**src/hdl/slcd_pkg.sv**
```systemverilog
// constants, field layout and state encoding of the segment lcd driver
// assumes one 50 MHz system clock and sub clock ticks arriving as enable pulses
//
// Operation
// - duty bit picks four or six commons
// - display memory is scanned continuously
// - display memory at 00h-1fh, sector 4
// - memory bit one lights, zero blanks
// - bits without a common read zero
// - lcd clock is sub clock divided by eight
// - sub clock from oscillator or crystal
// - control bit 7 picks type a or b
// - control bits 2:1 pick bias current
// - enable works only outside sleep
// - unused commons released to pin logic
// - power bit picks pin or pump
// - power bits 2:0 set pump level
// - unimplemented bits read zero, reset clears
// - only resistor ladder one third bias
// - off or sleep drives low, reset floats

package slcd_pkg;

    // bus decode of the control registers (sector and offsets)
    localparam logic [7:0] REG_SECTOR = 8'h00;
    localparam logic [7:0] CTRL_ADDR = 8'h40;
    localparam logic [7:0] PWR_ADDR = 8'h41;

    // display memory window
    localparam logic [7:0] MEM_SECTOR = 8'h04;
    localparam logic [7:0] MEM_LAST = 8'h1f;
    localparam int MEM_WORDS = 32;
    localparam int MEM_BITS = 6;

    // lcd_control field layout
    localparam int CTRL_TYPE_BIT = 7;
    localparam int CTRL_BIAS_HI = 2;
    localparam int CTRL_BIAS_LO = 1;
    localparam int CTRL_EN_BIT = 0;
    localparam logic [7:0] CTRL_MASK = 8'h87;
    localparam logic [7:0] CTRL_RESET = 8'h00;

    // lcd_duty_power_control field layout
    localparam int PWR_DUTY_BIT = 4;
    localparam int PWR_SRC_BIT = 3;
    localparam int PWR_PUMP_HI = 2;
    localparam logic [7:0] PWR_MASK = 8'h1f;
    localparam logic [7:0] PWR_RESET = 8'h00;

    // storage masks per duty
    localparam logic [5:0] MASK_4COM = 6'h0f;
    localparam logic [5:0] MASK_6COM = 6'h3f;

    // lcd clock divider: sub clock / 8
    localparam logic [2:0] DIV_LAST = 3'h7;

    // pin counts
    localparam int NUM_COM = 6;
    localparam int NUM_SEG = 32;
    localparam logic [2:0] COMS_4 = 3'h4;
    localparam logic [2:0] COMS_6 = 3'h6;
    localparam logic [5:0] SEGS_4COM = 6'h20;
    localparam logic [5:0] SEGS_6COM = 6'h1e;

    // drive level codes of the one third ladder
    localparam logic [1:0] LVL_VSS = 2'h0;
    localparam logic [1:0] LVL_VC = 2'h1;
    localparam logic [1:0] LVL_VB = 2'h2;
    localparam logic [1:0] LVL_VA = 2'h3;

    typedef enum logic [1:0] {
        SLCD_OFF = 2'b01,
        SLCD_SCAN = 2'b10
    } slcd_state_t;

endpackage : slcd_pkg

```
**src/hdl/slcd_driver.sv**
```systemverilog
// segment lcd driver: display memory, two control registers, scan and drive levels
// assumes cpu data memory port, sleep flag and sub clock ticks are synchronous to clk_sys_i
`timescale 1ns/100ps
`default_nettype none

module slcd_driver (
    input wire logic clk_sys_i,
    input wire logic nrst_i,
    input wire logic sleep_i,
    input wire logic internal_slow_oscillator_tick_i,
    input wire logic external_slow_crystal_tick_i,
    input wire logic sub_clock_source_select_i,
    input wire logic cpu_wr_i,
    input wire logic [7:0] cpu_sector_i,
    input wire logic [7:0] cpu_addr_i,
    input wire logic [7:0] cpu_wdata_i,
    output logic [7:0] cpu_rdata_o,
    output logic [11:0] com_lvl_o,
    output logic [5:0] com_oe_o,
    output logic [5:0] com_pin_free_o,
    output logic [63:0] seg_lvl_o,
    output logic [31:0] seg_oe_o,
    output logic [1:0] bias_current_select_o,
    output logic pump_en_o,
    output logic [2:0] pump_voltage_select_o
);

    // storage mask for the selected duty
    function automatic logic [5:0] duty_mask(input logic six);
        duty_mask = six ? slcd_pkg::MASK_6COM : slcd_pkg::MASK_4COM;
    endfunction : duty_mask

    // one third ladder level of a common, polarity 0 or 1
    function automatic logic [1:0] com_level(input logic sel, input logic pol);
        if (sel) begin
            com_level = pol ? slcd_pkg::LVL_VSS : slcd_pkg::LVL_VA;
        end else begin
            com_level = pol ? slcd_pkg::LVL_VB : slcd_pkg::LVL_VC;
        end
    endfunction : com_level

    // segment level: lit pixel sees full swing, dark pixel one third
    function automatic logic [1:0] seg_level(input logic lit, input logic pol);
        if (lit) begin
            seg_level = pol ? slcd_pkg::LVL_VA : slcd_pkg::LVL_VSS;
        end else begin
            seg_level = pol ? slcd_pkg::LVL_VC : slcd_pkg::LVL_VB;
        end
    endfunction : seg_level

    logic [7:0] ctrl; // lcd_control
    logic [7:0] pwr; // lcd_duty_power_control
    logic [7:0] next_ctrl;
    logic [7:0] next_pwr;
    logic [5:0] mem [0:slcd_pkg::MEM_WORDS-1]; // display memory, no reset
    logic [7:0] next_rdata;
    slcd_pkg::slcd_state_t state;
    slcd_pkg::slcd_state_t next_state;
    logic [2:0] div_cnt; // sub clock divider
    logic [2:0] next_div_cnt;
    logic [2:0] com_idx; // common slot now driven
    logic [2:0] next_com_idx;
    logic half; // type a: second half of slot
    logic next_half;
    logic frame_pol; // type b: frame polarity
    logic next_frame_pol;
    logic [11:0] next_com_lvl;
    logic [5:0] next_com_oe;
    logic [63:0] next_seg_lvl;
    logic [31:0] next_seg_oe;
    logic next_pump_en;

    // decoded controls
    logic duty6;
    logic type_b;
    logic active;
    logic sub_tick;
    logic lcd_tick;
    logic mem_hit;
    logic ctrl_hit;
    logic pwr_hit;
    logic pol;
    logic [2:0] com_cnt;
    logic [5:0] seg_cnt;

    assign duty6 = pwr[slcd_pkg::PWR_DUTY_BIT];
    assign type_b = ctrl[slcd_pkg::CTRL_TYPE_BIT];
    assign active = (state == slcd_pkg::SLCD_SCAN);
    assign com_cnt = duty6 ? slcd_pkg::COMS_6 : slcd_pkg::COMS_4;
    assign seg_cnt = duty6 ? slcd_pkg::SEGS_6COM : slcd_pkg::SEGS_4COM;
    // sub clock source pick
    assign sub_tick = sub_clock_source_select_i ? external_slow_crystal_tick_i
                                                : internal_slow_oscillator_tick_i;
    // lcd clock is every eighth sub tick
    assign lcd_tick = active && sub_tick && (div_cnt == slcd_pkg::DIV_LAST);
    // software must set sector 04h first; only that sector reaches memory
    assign mem_hit = (cpu_sector_i == slcd_pkg::MEM_SECTOR)
                     && (cpu_addr_i <= slcd_pkg::MEM_LAST);
    assign ctrl_hit = (cpu_sector_i == slcd_pkg::REG_SECTOR)
                      && (cpu_addr_i == slcd_pkg::CTRL_ADDR);
    assign pwr_hit = (cpu_sector_i == slcd_pkg::REG_SECTOR)
                     && (cpu_addr_i == slcd_pkg::PWR_ADDR);
    assign pol = type_b ? frame_pol : half;
    // commons beyond the duty go back to the pin mux
    assign com_pin_free_o = duty6 ? 6'h00 : 6'h30;

    // register writes and read data; reserved bits never stored
    always_comb begin
        next_ctrl = ctrl;
        next_pwr = pwr;
        next_rdata = 8'h00;
        if (cpu_wr_i && ctrl_hit) begin
            next_ctrl = cpu_wdata_i & slcd_pkg::CTRL_MASK;
        end
        if (cpu_wr_i && pwr_hit) begin
            next_pwr = cpu_wdata_i & slcd_pkg::PWR_MASK;
        end
        if (mem_hit) begin
            // bits with no common read zero
            next_rdata = {2'h0, mem[cpu_addr_i[4:0]] & duty_mask(duty6)};
        end else if (ctrl_hit) begin
            next_rdata = ctrl;
        end else if (pwr_hit) begin
            next_rdata = pwr;
        end
    end

    // control registers clear at reset
    always_ff @(posedge clk_sys_i or negedge nrst_i) begin
        if (!nrst_i) begin
            ctrl <= slcd_pkg::CTRL_RESET;
            pwr <= slcd_pkg::PWR_RESET;
            cpu_rdata_o <= 8'h00;
        end else begin
            ctrl <= next_ctrl;
            pwr <= next_pwr;
            cpu_rdata_o <= next_rdata;
        end
    end

    // display memory; unbacked bits are stored as zero
    always_ff @(posedge clk_sys_i) begin
        if (cpu_wr_i && mem_hit) begin
            mem[cpu_addr_i[4:0]] <= cpu_wdata_i[5:0] & duty_mask(duty6);
        end
    end

    // enable is honoured only while awake; sleep forces off
    always_comb begin
        next_state = state;
        case (state)
            slcd_pkg::SLCD_OFF: begin
                if (ctrl[slcd_pkg::CTRL_EN_BIT] && !sleep_i) begin
                    next_state = slcd_pkg::SLCD_SCAN;
                end
            end
            slcd_pkg::SLCD_SCAN: begin
                if (!ctrl[slcd_pkg::CTRL_EN_BIT] || sleep_i) begin
                    next_state = slcd_pkg::SLCD_OFF;
                end
            end
            default: begin
                next_state = slcd_pkg::SLCD_OFF;
            end
        endcase
    end

    // scan sequencer: divider, slot, half slot, frame polarity
    always_comb begin
        next_div_cnt = div_cnt;
        next_com_idx = com_idx;
        next_half = half;
        next_frame_pol = frame_pol;
        if (!active) begin
            // held in reset so every enable starts a fresh frame
            next_div_cnt = 3'h0;
            next_com_idx = 3'h0;
            next_half = 1'b0;
            next_frame_pol = 1'b0;
        end else begin
            if (sub_tick) begin
                next_div_cnt = div_cnt + 3'h1;
            end
            if (lcd_tick) begin
                // type a flips inside each slot, type b once per frame
                if (!type_b) begin
                    next_half = !half;
                end
                if (type_b || half) begin
                    if (com_idx >= com_cnt - 3'h1) begin
                        next_com_idx = 3'h0;
                        next_frame_pol = !frame_pol;
                    end else begin
                        next_com_idx = com_idx + 3'h1;
                    end
                end
            end
        end
    end

    // drive levels, fetched live from memory every cycle
    always_comb begin
        next_com_lvl = 12'h000;
        next_com_oe = 6'h00;
        next_seg_lvl = 64'h0;
        next_seg_oe = 32'h0;
        next_pump_en = active && pwr[slcd_pkg::PWR_SRC_BIT];
        for (int c = 0; c < slcd_pkg::NUM_COM; c++) begin
            next_com_oe[c] = (3'(c) < com_cnt);
            if (active) begin
                // only the one third ladder levels exist
                next_com_lvl[2*c +: 2] = com_level(com_idx == 3'(c), pol);
            end
        end
        for (int s = 0; s < slcd_pkg::NUM_SEG; s++) begin
            next_seg_oe[s] = (6'(s) < seg_cnt);
            if (active) begin
                next_seg_lvl[2*s +: 2] = seg_level(mem[s][com_idx], pol);
            end
        end
    end

    // outputs float (oe low) while the mcu reset is held
    always_ff @(posedge clk_sys_i or negedge nrst_i) begin
        if (!nrst_i) begin
            state <= slcd_pkg::SLCD_OFF;
            div_cnt <= 3'h0;
            com_idx <= 3'h0;
            half <= 1'b0;
            frame_pol <= 1'b0;
            com_lvl_o <= 12'h000;
            com_oe_o <= 6'h00;
            seg_lvl_o <= 64'h0;
            seg_oe_o <= 32'h0;
            pump_en_o <= 1'b0;
            bias_current_select_o <= 2'h0;
            pump_voltage_select_o <= 3'h0;
        end else begin
            state <= next_state;
            div_cnt <= next_div_cnt;
            com_idx <= next_com_idx;
            half <= next_half;
            frame_pol <= next_frame_pol;
            com_lvl_o <= next_com_lvl;
            com_oe_o <= next_com_oe;
            seg_lvl_o <= next_seg_lvl;
            seg_oe_o <= next_seg_oe;
            pump_en_o <= next_pump_en;
            // raw codes to the analog bias and pump trims
            bias_current_select_o <= ctrl[slcd_pkg::CTRL_BIAS_HI:slcd_pkg::CTRL_BIAS_LO];
            pump_voltage_select_o <= pwr[slcd_pkg::PWR_PUMP_HI:0];
        end
    end

    // checks
    chk_off_low: assert property (@(posedge clk_sys_i) disable iff (!nrst_i)
        !active |=> (com_lvl_o == 12'h000) && (seg_lvl_o == 64'h0))
        else $error("drive not low while lcd held off");

    chk_sleep_off: assert property (@(posedge clk_sys_i) disable iff (!nrst_i)
        sleep_i |=> (state == slcd_pkg::SLCD_OFF))
        else $error("lcd still scanning in sleep");

    chk_com_count: assert property (@(posedge clk_sys_i) disable iff (!nrst_i)
        1'b1 |=> (com_oe_o == {{2{$past(duty6)}}, 4'hf}))
        else $error("common enables do not match duty");

    chk_div_gap: assert property (@(posedge clk_sys_i) disable iff (!nrst_i)
        lcd_tick |=> (!lcd_tick) [*7])
        else $error("lcd clock faster than sub clock over eight");

    chk_src_pick: assert property (@(posedge clk_sys_i) disable iff (!nrst_i)
        lcd_tick |-> (sub_clock_source_select_i ? external_slow_crystal_tick_i
                                                : internal_slow_oscillator_tick_i))
        else $error("lcd clock from unselected source");

    chk_mem_mask: assert property (@(posedge clk_sys_i) disable iff (!nrst_i)
        (mem_hit && !duty6) |=> (cpu_rdata_o[7:4] == 4'h0))
        else $error("unbacked display bits read nonzero");

    chk_ctrl_rsvd: assert property (@(posedge clk_sys_i) disable iff (!nrst_i)
        ctrl_hit |=> (cpu_rdata_o[6:3] == 4'h0))
        else $error("reserved control bits read nonzero");

    chk_pump_off: assert property (@(posedge clk_sys_i) disable iff (!nrst_i)
        !pwr[slcd_pkg::PWR_SRC_BIT] |=> !pump_en_o)
        else $error("pump on while panel powered from pin");

    chk_scan_step: assert property (@(posedge clk_sys_i) disable iff (!nrst_i)
        (lcd_tick && type_b && !sleep_i && ctrl[slcd_pkg::CTRL_EN_BIT])
        |=> (com_idx != $past(com_idx)))
        else $error("type b slot did not advance");

    chk_pwr_rsvd: assert property (@(posedge clk_sys_i) disable iff (!nrst_i)
        pwr_hit |=> (cpu_rdata_o[7:5] == 3'h0))
        else $error("reserved power bits read nonzero");

    chk_seg_count: assert property (@(posedge clk_sys_i) disable iff (!nrst_i)
        duty6 |=> (seg_oe_o == 32'h3fffffff))
        else $error("segment enables do not match six common duty");

endmodule : slcd_driver
`default_nettype wire

```
**config.mk**
```make
export PLATFORM = sky130hd
export DESIGN_NAME = slcd_driver
export DESIGN_NICKNAME = d
export VERILOG_FILES = /design/src/hdl/slcd_pkg.sv /design/src/hdl/slcd_driver.sv
export SDC_FILE = /design/constraint.sdc
export NUM_CORES = 1
export LEC_CHECK = 0
export ABC_CLOCK_PERIOD_IN_PS = 2450
export BUFFER_PORTS_ARGS = -buffer_cell sky130_fd_sc_hd__buf_2
export CAP_MARGIN = 15
export CORE_ASPECT_RATIO = 1.1
export CORE_MARGIN = 1
export CORE_UTILIZATION = 40
export DETAILED_ROUTE_END_ITERATION = 10
export RECOVER_POWER = 50
export SLEW_MARGIN = 40
export SYNTH_ARGS = -nofsm -noshare
export SYNTH_HDL_FRONTEND = slang
export SYNTH_SLANG_ARGS = --single-unit
export TNS_END_PERCENT = 30
```
**constraint.sdc**
```tcl
create_clock -name clk_sys_i -period 2.45 [get_ports clk_sys_i]
set_input_delay 0.245 -clock clk_sys_i [delete_from_list [all_inputs] [get_ports clk_sys_i]]
set_output_delay 0.245 -clock clk_sys_i [all_outputs]
set_load 0.01 [all_outputs]
```
==> results of run 1 <==
metrics by stage:
| step | utilization | hold WS [ns] | std cells |
|---|---|---|---|
| final | 0.472 | 0.0381 | 1482 |
| after global routing | 0.472 | 0.0669 | 1482 |
| after CTS | 0.477 | 0.0341 | 1482 |
| after detailed placement | 0.446 | 0.250 | 1430 |
| after global placement | 0.445 | 0.245 | 1429 |
| after floorplan | - | -0.0506 | 907 |
sequential cells by signal (all words and copies together), names as in the netlist:
| signal | flops |
|---|---|
| div_cnt | 3 |
| mem | 192 |
| frame_pol | 1 |
| ctrl | 4 |
| pump_en_o | 1 |
| pump_voltage_select_o | 3 |
| cpu_rdata_o | 7 |
| state | 2 |
| bias_current_select_o | 2 |
| com_idx | 3 |
| pwr | 5 |
| com_oe_o | 1 |
| com_lvl_o | 7 |
| seg_lvl_o | 33 |
| seg_oe_o | 2 |
| half | 1 |
metal layers:
layer,share of wire,vias up,global-route usage,wire length [um]
met5,0,-,0,0
met4,0.031,0,0.0690,1010
met3,0.068,49,0.0264,2230
met2,0.49,365,0.345,16100
met1,0.41,3946,0.268,13700
li1,-,3542,-,-
worst min-delay path: stages:
cell,delay (ns)
buf_2,0.08
mux2i_1,0.08
nand2_1,0.07
a21oi_1,0.05
cells by family after synthesis:
logic type               synth area share
AO/OA/AOI/OAI                      0.0519
multiplexers                        0.169
adder cells (fa/ha/maj)           0.00880
other                            0.000587
XOR/XNOR                           0.0280
flip-flops                          0.597
buffers and inverters              0.0695
AND/OR/NAND/NOR                    0.0755
area by class of cell:
class,instances,area [sq um],area share
repair buffers,238,1400,0.0945
flip-flops and latches,267,7650,0.516
multi-input cells,498,4280,0.289
clock inverters,13,190,0.0128
clock buffers,35,746,0.0503
inverters,11,41.3,0.00278
well taps,420,526,0.0354
cell usage in the layout (no fill, tap or decap), drive strengths merged, types with 4 or more instances in the layout:
cell | Yosys | final
a2111oi | 7 | 7
a21oi | 11 | 11
a31oi | 8 | 8
and2 | 6 | 6
buf | 106 | 165
bufinv | 0 | 5
clkbuf | 25 | 104
clkinv | 2 | 9
conb | 2 | 6
dfrtp | 74 | 74
dlygate4sd3 | 0 | 4
edfxtp | 192 | 192
ha | 9 | 9
inv | 9 | 9
mux2 | 11 | 11
mux2i | 75 | 75
mux4 | 57 | 57
nand2 | 65 | 65
nand2b | 4 | 4
nand3 | 6 | 6
nand3b | 4 | 4
nor2 | 79 | 79
nor2b | 9 | 9
nor3 | 5 | 5
o211ai | 5 | 5
o21ai | 49 | 49
o221ai | 5 | 5
xnor2 | 39 | 39
power breakdown:
group          internal (W)  total (W)  switching, W
Combinational      0.000142   0.000408      0.000266
Clock               0.00265    0.00433       0.00167
Sequential          0.00484    0.00484    0.00000484
what timing repair did:
item | 4_1_cts | 5_1_grt
buffers inserted | 0 | 0
hold endpoints to repair | 37 | 0
hold buffers | 4 | 0
path summary, 6_finish.rpt:
path	start	depth (start not counted)	end
max reg2reg	mem[14][4]$_DFFE_PP_	6	cpu_rdata_o[4]$_DFF_PN0_
max in group asynchronous	nrst_i	3	state[0]$_DFFE_PN1P_
min in group asynchronous	nrst_i	2	seg_lvl_o[62]$_DFF_PN0_
max	mem[14][4]$_DFFE_PP_	6	cpu_rdata_o[4]$_DFF_PN0_
min reg2reg	pwr[0]$_DFFE_PN0P_	0	pump_voltage_select_o[0]$_DFF_PN0_
min	internal_slow_oscillator_tick_i	4	div_cnt[1]$_DFFE_PN0P_
==> metrics.csv, run 1 <==
metric,value,unit
clk sinks,267,
"delay-heaviest family, CP",compound AO/OA/AOI/OAI gates,
Initial Util,0.408,
Buffers on Ports,158,
violated checks,"max-capacitance violations, max-slew violations",
sequential area share after synthesis,0.597,
Fill cells,2752,
Pleak,5.69,nW
Worst-path clk slew,0.06,ns
H-tree Lvls,1,
most frequent cell after synthesis,edfxtp_1,
"Worst Path Class, Setup",flop to flop,
Crit Path Max Fanout,2,
fmax,0.478,GHz
yosys warns,0,
Fin. Hold Viols,0,
diodes inserted,0,
first-pass GRT wire length,49400,um
crit path max-delay cell type,mux4_2,
Worst-Skew Late Latency,0.53,ns
WP data arrival,2.50,ns
Place WS,0.0638,ns
grt ovf,0,
fin nets,1082,
Worst VDD drop,510,uV
maximum clock insertion buffer count,3,
CTS tree,done,
"EDFF count, synth",192,
largest cells by area after synthesis,"edfxtp_1 45%, dfrtp_1 14%, mux4_2 10%",
first drt pass iteration count,5,
number of max-cap violations,3,
Netlist cell types,56,
Syn Inst Count,903,
Rows,68,
initial antenna violation count,0,
IO Count,165,
Post-Syn Area,12800,sq um
Final HPWL DP,22200,um
die width,173,um
Post-Route Setup TNS,0,ns
Buf/Inv on CP,1,
DR WL/cell,22.3,um
CTS Root Cell,clkbuf_16,
vias in the first global route,7841,
class of the worst hold path,input port to flop,
leading area contributor after synthesis,edfxtp_1,
Critical Path RT,2.85,ns
status,"finished, violations left",
Layout Area Growth over Synthesis,15.9,%
core area,31400,sq um
Overall Global Routing Usage,0.203,
largest net degree at the start of global routing,43,
fin crit period,2.09,ns
Synth top cells by count,"192 x edfxtp_1, 81 x buf_4, 79 x nor2_1",
DP Area,14000,sq um
total CTS buffers,26,
#FFs+latches synth,267,
Tot Pwr,0.00958,W
max-slew violation count,104,
RSZ-0062 raised after global routing,no,
Critical Path Start Type,flop,
final wirelength,33000,um
# DRC,0,
Avg Inst Size Synth,14.2,sq um
Die Height,190,um
# setup viols final,0,
top cell type's share of synthesized area,0.450,
"antenna viol nets, final",0,
area of the die,32700,sq um
via count,7902,
crit path capture type,flop,
Resized Gates After CTS,0,
final worst-path cycle share,0.854,
PD cells,646,nW/um^2
Slew headroom,-0.376,
Synth Flop Type,edfxtp_1,
share of cells above drive strength 1,0.282,
clock skew,0.00785,ns
critical path's largest stage delay,0.55,ns
post-route design area,14800,sq um
vias per cell,5.33,
1st-iter DRT viols,575,
FF-to-FF setup slack,0.36,ns
crit-path cells,mux4_2 > nand2_1 > a21oi_1 > a2111oi_0 > buf_4 > a31oi_1,
ys async rst share,0.281,
final worst slack,0.358,ns
worst-margin pin slew,2.06,ns
Routability Congestion,0.834,
(Power assumes the default switching activity.)
==> run 2, diff against run 1 <==
--- a/config.mk
+++ b/config.mk
@@ -8,7 +8,7 @@
 export ABC_CLOCK_PERIOD_IN_PS = 2450
 export BUFFER_PORTS_ARGS = -buffer_cell sky130_fd_sc_hd__buf_2
 export CAP_MARGIN = 15
-export CORE_ASPECT_RATIO = 1.1
+export CORE_ASPECT_RATIO = 2
 export CORE_MARGIN = 1
 export CORE_UTILIZATION = 40
 export DETAILED_ROUTE_END_ITERATION = 10
@@ -17,4 +17,3 @@
 export SYNTH_ARGS = -nofsm -noshare
 export SYNTH_HDL_FRONTEND = slang
 export SYNTH_SLANG_ARGS = --single-unit
-export TNS_END_PERCENT = 30
==> run 2 against run 1 <==
Register-to-register slack lost 0.05 ns. Highest routed layer is now met5. The flow still finishes with violations (max-capacitance violations, max-slew violations). Routed wire length grew 4.5%. Largest cell class unchanged. Via count grew 1.1%.
==> metrics.csv, run 2 (same netlist as run 1, synthesis figures left out) <==
metric,value,unit,change
CTS tree,done,,
area of the die,32800,sq um,+0.13%
DR WL/cell,23.1,um,+3.8%
Worst VDD drop,412,uV,-19%
fmax,0.468,GHz,-2.1%
core area,31500,sq um,+0.46%
crit path max-delay cell type,mux2i_1,,
diodes inserted,0,,unchanged
WP data arrival,2.52,ns,+0.02 ns
"Setup Fix Bufs, Post-CTS",0,,unchanged
final wirelength,34500,um,+4.5%
largest net degree at the start of global routing,39,,-9.3%
Int Pwr,0.00692,W,-9.3%
worst-margin pin slew,2.23,ns,+0.166 ns
Overall Global Routing Usage,0.215,,+0.0122
"antenna viol nets, final",0,,unchanged
"Hold-fix buffers, CTS",4,,unchanged
Rows,92,,+35%
initial antenna violation count,1,,+1
die width,129,um,-26%
violated checks,"max-capacitance violations, max-slew violations",,
Initial Util,0.406,,-0.00188
CTS Root Cell,clkbuf_16,,
vias in the first global route,8298,,+5.8%
PD cells,597,nW/um^2,-7.5%
clk sinks,267,,unchanged
Resized Gates After CTS,0,,unchanged
crit-path cells,mux2i_1 > o22a_1 > o21ai_0 > a2111oi_0 > buf_4 > a31oi_1,,
final worst-path cycle share,0.873,,+0.0187
clock network power share,0.402,,-0.050
Slew headroom,-0.486,,-0.111
IO Count,165,,unchanged
1st-iter DRT viols,424,,-26%
via count,7989,,+1.1%
crit path capture type,flop,,
area of the multi-input gates,4300,sq um,+0.41%
Fin. Hold Viols,0,,unchanged
register area,7650,sq um,unchanged
clock skew,0.00923,ns,+0.00138 ns
grt ovf,0,,unchanged
Final HPWL DP,24100,um,+8.6%
Routability Congestion,0.881,,+5.7%
maximum clock insertion buffer count,3,,unchanged
# setup viols final,0,,unchanged
switch share,0.213,,+0.0104
first drt pass iteration count,5,,unchanged
Net Switching,0.00188,W,-3.4%
number of max-cap violations,4,,+1
critical path's largest stage delay,0.50,ns,-0.05 ns
Crit Path Max Fanout,2,,unchanged
Critical Path Start Type,flop,,
Die Height,255,um,+34%
# DRC,0,,unchanged
fin nets,1093,,+1.0%
combinational power share,0.049,,+0.006
total CTS buffers,22,,-15%
first-pass GRT wire length,50800,um,+2.8%
Worst-Skew Late Latency,0.53,ns,about the same
Pleak,5.67,nW,-0.31%
RSZ-0062 raised after global routing,no,,
most frequent cells in the layout,"192 x edfxtp_1, 97 x buf_2, 80 x buf_4",,
class of the worst hold path,input port to flop,,
"most common cell after layout, fill and taps aside",edfxtp_1,,
sequential power share,0.550,,+0.045
status,"finished, violations left",,
Worst-path clk slew,0.07,ns,about the same
max reg flops,192,,unchanged
fin crit period,2.14,ns,+0.0458 ns
max-slew violation count,139,,+34%
vias per cell,5.35,,+0.42%
Buffers on Ports,158,,unchanged
Fill cells,2882,,+4.7%
"Worst Path Class, Setup",flop to flop,,
hold slack,0.0376,ns,-0.000504 ns
Layout Area Growth over Synthesis,15.1,%,
Critical Path RT,2.84,ns,about the same
Post-Route Setup TNS,0,ns,unchanged
H-tree Lvls,1,,unchanged
Buf/Inv on CP,1,,unchanged
"delay-heaviest family, CP",compound AO/OA/AOI/OAI gates,,
share of cells above drive strength 1,0.289,,+0.00751
[run 2: changes by cell type in the layout (fill, tap and decap cells not counted), sizes merged]
cell,delta
clkinv,+1
bufinv,-3
clkbuf,-10
buf,+19
[run 2: worst paths after layout]
path	from	endpoint	slack, ns	cells past startpoint
max reg2reg	mem[11][4]$_DFFE_PP_	cpu_rdata_o[4]$_DFF_PN0_	0.31	6
max	mem[11][4]$_DFFE_PP_	cpu_rdata_o[4]$_DFF_PN0_	0.31	6
min reg2reg	pwr[0]$_DFFE_PN0P_	pump_voltage_select_o[0]$_DFF_PN0_	0.43	0
min	internal_slow_oscillator_tick_i	div_cnt[2]$_DFFE_PN0P_	0.04	4
min in group asynchronous	nrst_i	ctrl[7]$_DFFE_PN0P_	0.42	2
max in group asynchronous	nrst_i	seg_lvl_o[11]$_DFF_PN0_	0.56	3
[run 2: worst reg2reg max path: stages, from the launching register on]
cell and delay (ns):
edfxtp_1 0.38, mux2i_1 0.50, o22a_1 0.24, o21ai_0 0.08
a2111oi_0 0.50, buf_4 0.20, a31oi_1 0.10
[run 2: routing by layer]
layer,routed length [um],GRT usage
met3,1680,0.0222
met1,11900,0.222
met2,19000,0.412
met5,17,0
met4,1950,0.126
[run 2: power by group through the flow]
| stage | Clock, W | Sequential [W] | Combinational (W) |
|---|---|---|---|
| after floorplan | 0 | 0.00493 | 0.000243 |
| after global placement | 0 | 0.00493 | 0.000425 |
| after detailed placement | 0 | 0.00493 | 0.000428 |
| after CTS | 0.00360 | 0.00483 | 0.000435 |
| after global routing | 0.00375 | 0.00484 | 0.000455 |
| final | 0.00354 | 0.00484 | 0.000427 |
[run 2: through the flow]
step	instance area [sq um]	cells	power, W	setup slack, ns	utilization
after floorplan	12800	907	0.00518	0.177	-
after global placement	14100	1448	0.00536	0.0590	0.447
after detailed placement	14100	1448	0.00536	-0.0299	0.447
after CTS	14800	1492	0.00887	0.312	0.471
after global routing	14700	1492	0.00904	0.134	0.467
final	14700	1492	0.00880	0.312	0.467
[run 2: cell type report]
class | instances | area share
clock buffers | 29 | 0.0406
flip-flops and latches | 267 | 0.519
inverters | 11 | 0.00280
clock inverters | 11 | 0.00713
multi-input cells | 498 | 0.292
well taps | 423 | 0.0359
repair buffers | 253 | 0.103
==> run 3, diff against run 2 <==
--- a/config.mk
+++ b/config.mk
@@ -8,10 +8,13 @@
 export ABC_CLOCK_PERIOD_IN_PS = 2450
 export BUFFER_PORTS_ARGS = -buffer_cell sky130_fd_sc_hd__buf_2
 export CAP_MARGIN = 15
+export CELL_PAD_IN_SITES_DETAIL_PLACEMENT = 0
+export CELL_PAD_IN_SITES_GLOBAL_PLACEMENT = 1
 export CORE_ASPECT_RATIO = 2
 export CORE_MARGIN = 1
 export CORE_UTILIZATION = 40
 export DETAILED_ROUTE_END_ITERATION = 10
+export PLACE_DENSITY_LB_ADDON = 0.1
 export RECOVER_POWER = 50
 export SLEW_MARGIN = 40
 export SYNTH_ARGS = -nofsm -noshare
==> run 3 against run 2 <==
The run still ends with max-capacitance violations, max-slew violations left. Die area did not move. Sequential share of layout area fell by 0.32 points. Cell count barely moved. First-iteration DRC count rose by 3.5%. Core utilization rose by 0.29 points. Sequential power barely moved. Cell area rose by 0.63%.
==> metrics.csv, run 3 (same netlist as run 1, synthesis figures left out) <==
metric,value,unit,change
1st-iter DRT viols,439,,+3.5%
Initial Util,0.406,,unchanged
diodes inserted,0,,unchanged
final wirelength,36600,um,+6.1%
PD cells,635,nW/um^2,+6.4%
Slew headroom,-0.0798,,+0.407
CTS Root Cell,clkbuf_16,,
Final HPWL DP,26300,um,+8.9%
crit path capture type,flop,,
fmax,0.477,GHz,+2.0%
first drt pass iteration count,5,,unchanged
Rows,92,,unchanged
Buffers on Ports,158,,unchanged
Overall Global Routing Usage,0.231,,+0.0156
share of cells above drive strength 1,0.281,,-0.00816
CTS tree,done,,
H-tree Lvls,1,,unchanged
via count,7843,,-1.8%
vias per cell,5.26,,-1.8%
crit-path cells,buf_4 > mux4_2 > nand2_1 > o21ai_0 > xnor2_1 > nor2_1,,
clk sinks,267,,unchanged
Crit Path Max Fanout,11,,+9
"antenna viol nets, final",0,,unchanged
"most common cell after layout, fill and taps aside",edfxtp_1,,
largest net degree at the start of global routing,36,,-7.7%
Critical Path Start Type,flop,,
Layout Area Growth over Synthesis,15.8,%,
max-slew violation count,50,,-64%
fin crit period,2.10,ns,-0.0427 ns
die width,129,um,unchanged
grt ovf,0,,unchanged
max reg flops,192,,unchanged
worst-margin pin slew,1.62,ns,-0.610 ns
Fin. Hold Viols,0,,unchanged
vias in the first global route,8135,,-2.0%
Pleak,5.67,nW,about the same
"Setup Fix Bufs, Post-CTS",0,,unchanged
DR WL/cell,24.5,um,+6.2%
total CTS buffers,25,,+14%
Routability Congestion,0.811,,-7.9%
Post-Route Setup TNS,0,ns,unchanged
Die Height,255,um,unchanged
violated checks,"max-capacitance violations, max-slew violations",,
final std cells w/o fill,1491,,-0.067%
critical path's largest stage delay,0.58,ns,+0.08 ns
core area,31500,sq um,unchanged
Critical Path RT,2.84,ns,about the same
Worst-Skew Late Latency,0.54,ns,about the same
"Worst Path Class, Setup",flop to flop,,
WP data arrival,2.49,ns,-0.03 ns
final worst-path cycle share,0.855,,-0.0174
status,"finished, violations left",,
RSZ-0062 raised after global routing,no,,
fin nets,1091,,-0.18%
crit path max-delay cell type,dfrtp_4,,
IO Count,165,,unchanged
"Hold-fix buffers, CTS",4,,unchanged
Resized Gates After CTS,0,,unchanged
# setup viols final,0,,unchanged
number of max-cap violations,2,,-2
placed cells,1443,,-0.35%
clock skew,0.0256,ns,+0.0163 ns
Worst VDD drop,510,uV,+24%
first-pass GRT wire length,53400,um,+5.2%
# DRC,0,,unchanged
maximum clock insertion buffer count,3,,unchanged
Worst-path clk slew,0.07,ns,about the same
area of the die,32800,sq um,unchanged
initial antenna violation count,0,,-1
class of the worst hold path,input port to flop,,
most frequent cells in the layout,"192 x edfxtp_1, 90 x buf_2, 79 x nor2_1",,
## run 3: changes by cell type in the layout (fill, tap and decap cells not counted), sizes merged
| cell | before | now |
|---|---|---|
| buf | 184 | 165 |
| clkinvlp | 1 | 3 |
| inv | 9 | 11 |
| clkbuf | 94 | 104 |
| clkinv | 10 | 11 |
| bufinv | 2 | 5 |
## run 3: routing by layer
metal / wire length [um] / share of wire / global-route usage
met1: 12800 / 0.35 / 0.243
met2: 21000 / 0.57 / 0.454
met3: 1320 / 0.036 / 0.0194
met4: 1500 / 0.041 / 0.103
met5: 0 / 0 / 0
## run 3: worst max-delay path: cells and delay by family (launching register included)
kind                      cells  cell delay (ns)
xor gates and xnor gates      1             0.24
AOI/OAI and AO/OA             1             0.26
DFF                           1             0.58
buffers and inverters         1             0.24
and+or+nand+nor               2             0.13
muxes                         1             0.50
## run 3: final cells by class
| cell class | count | area, sq um |
|---|---|---|
| inverter | 11 | 41.3 |
| sequential | 267 | 7650 |
| multi-input combinational | 498 | 4300 |
| clock inverter | 19 | 245 |
| tap | 423 | 529 |
| clock buffer | 25 | 626 |
| timing repair buffer | 248 | 1440 |
| fill | 2945 | 16700 |
## run 3: final timing paths
check,startpoint,endpoint,slack (ns),depth (start not counted)
worst max-delay path,com_idx[0]$_DFFE_PN0P_,seg_lvl_o[11]$_DFF_PN0_,0.35,6
worst min-delay path,internal_slow_oscillator_tick_i,div_cnt[2]$_DFFE_PN0P_,0.03,4
worst max register to register,com_idx[0]$_DFFE_PN0P_,seg_lvl_o[11]$_DFF_PN0_,0.35,6
worst min register to register,pwr[1]$_DFFE_PN0P_,pump_voltage_select_o[1]$_DFF_PN0_,0.41,0
max in group asynchronous,nrst_i,seg_lvl_o[19]$_DFF_PN0_,0.75,3
min in group asynchronous,nrst_i,com_lvl_o[10]$_DFF_PN0_,0.39,2
## run 3: power by group
part / switching [W] / total [W] / internal, W / leakage [nW]
clock: 0.00175 / 0.00416 / 0.00241 / 0.417
sequential: 0.00000523 / 0.00484 / 0.00483 / 2.93
combinational: 0.000276 / 0.000423 / 0.000147 / 2.32
## run 3: stage by stage
stage / setup WS (ns) / area, sq um / hold slack, ns / util / power [W]
final: 0.355 / 14800 / 0.0290 / 0.470 / 0.00942
after global routing: 0.288 / 14800 / 0.0564 / 0.470 / 0.00970
after CTS: 0.374 / 15000 / 0.0208 / 0.475 / 0.00952
after detailed placement: 0.00866 / 14100 / 0.255 / 0.446 / 0.00537
after global placement: 0.0157 / 14100 / 0.246 / 0.446 / 0.00537
after floorplan: 0.177 / 12800 / -0.0506 / - / 0.00518
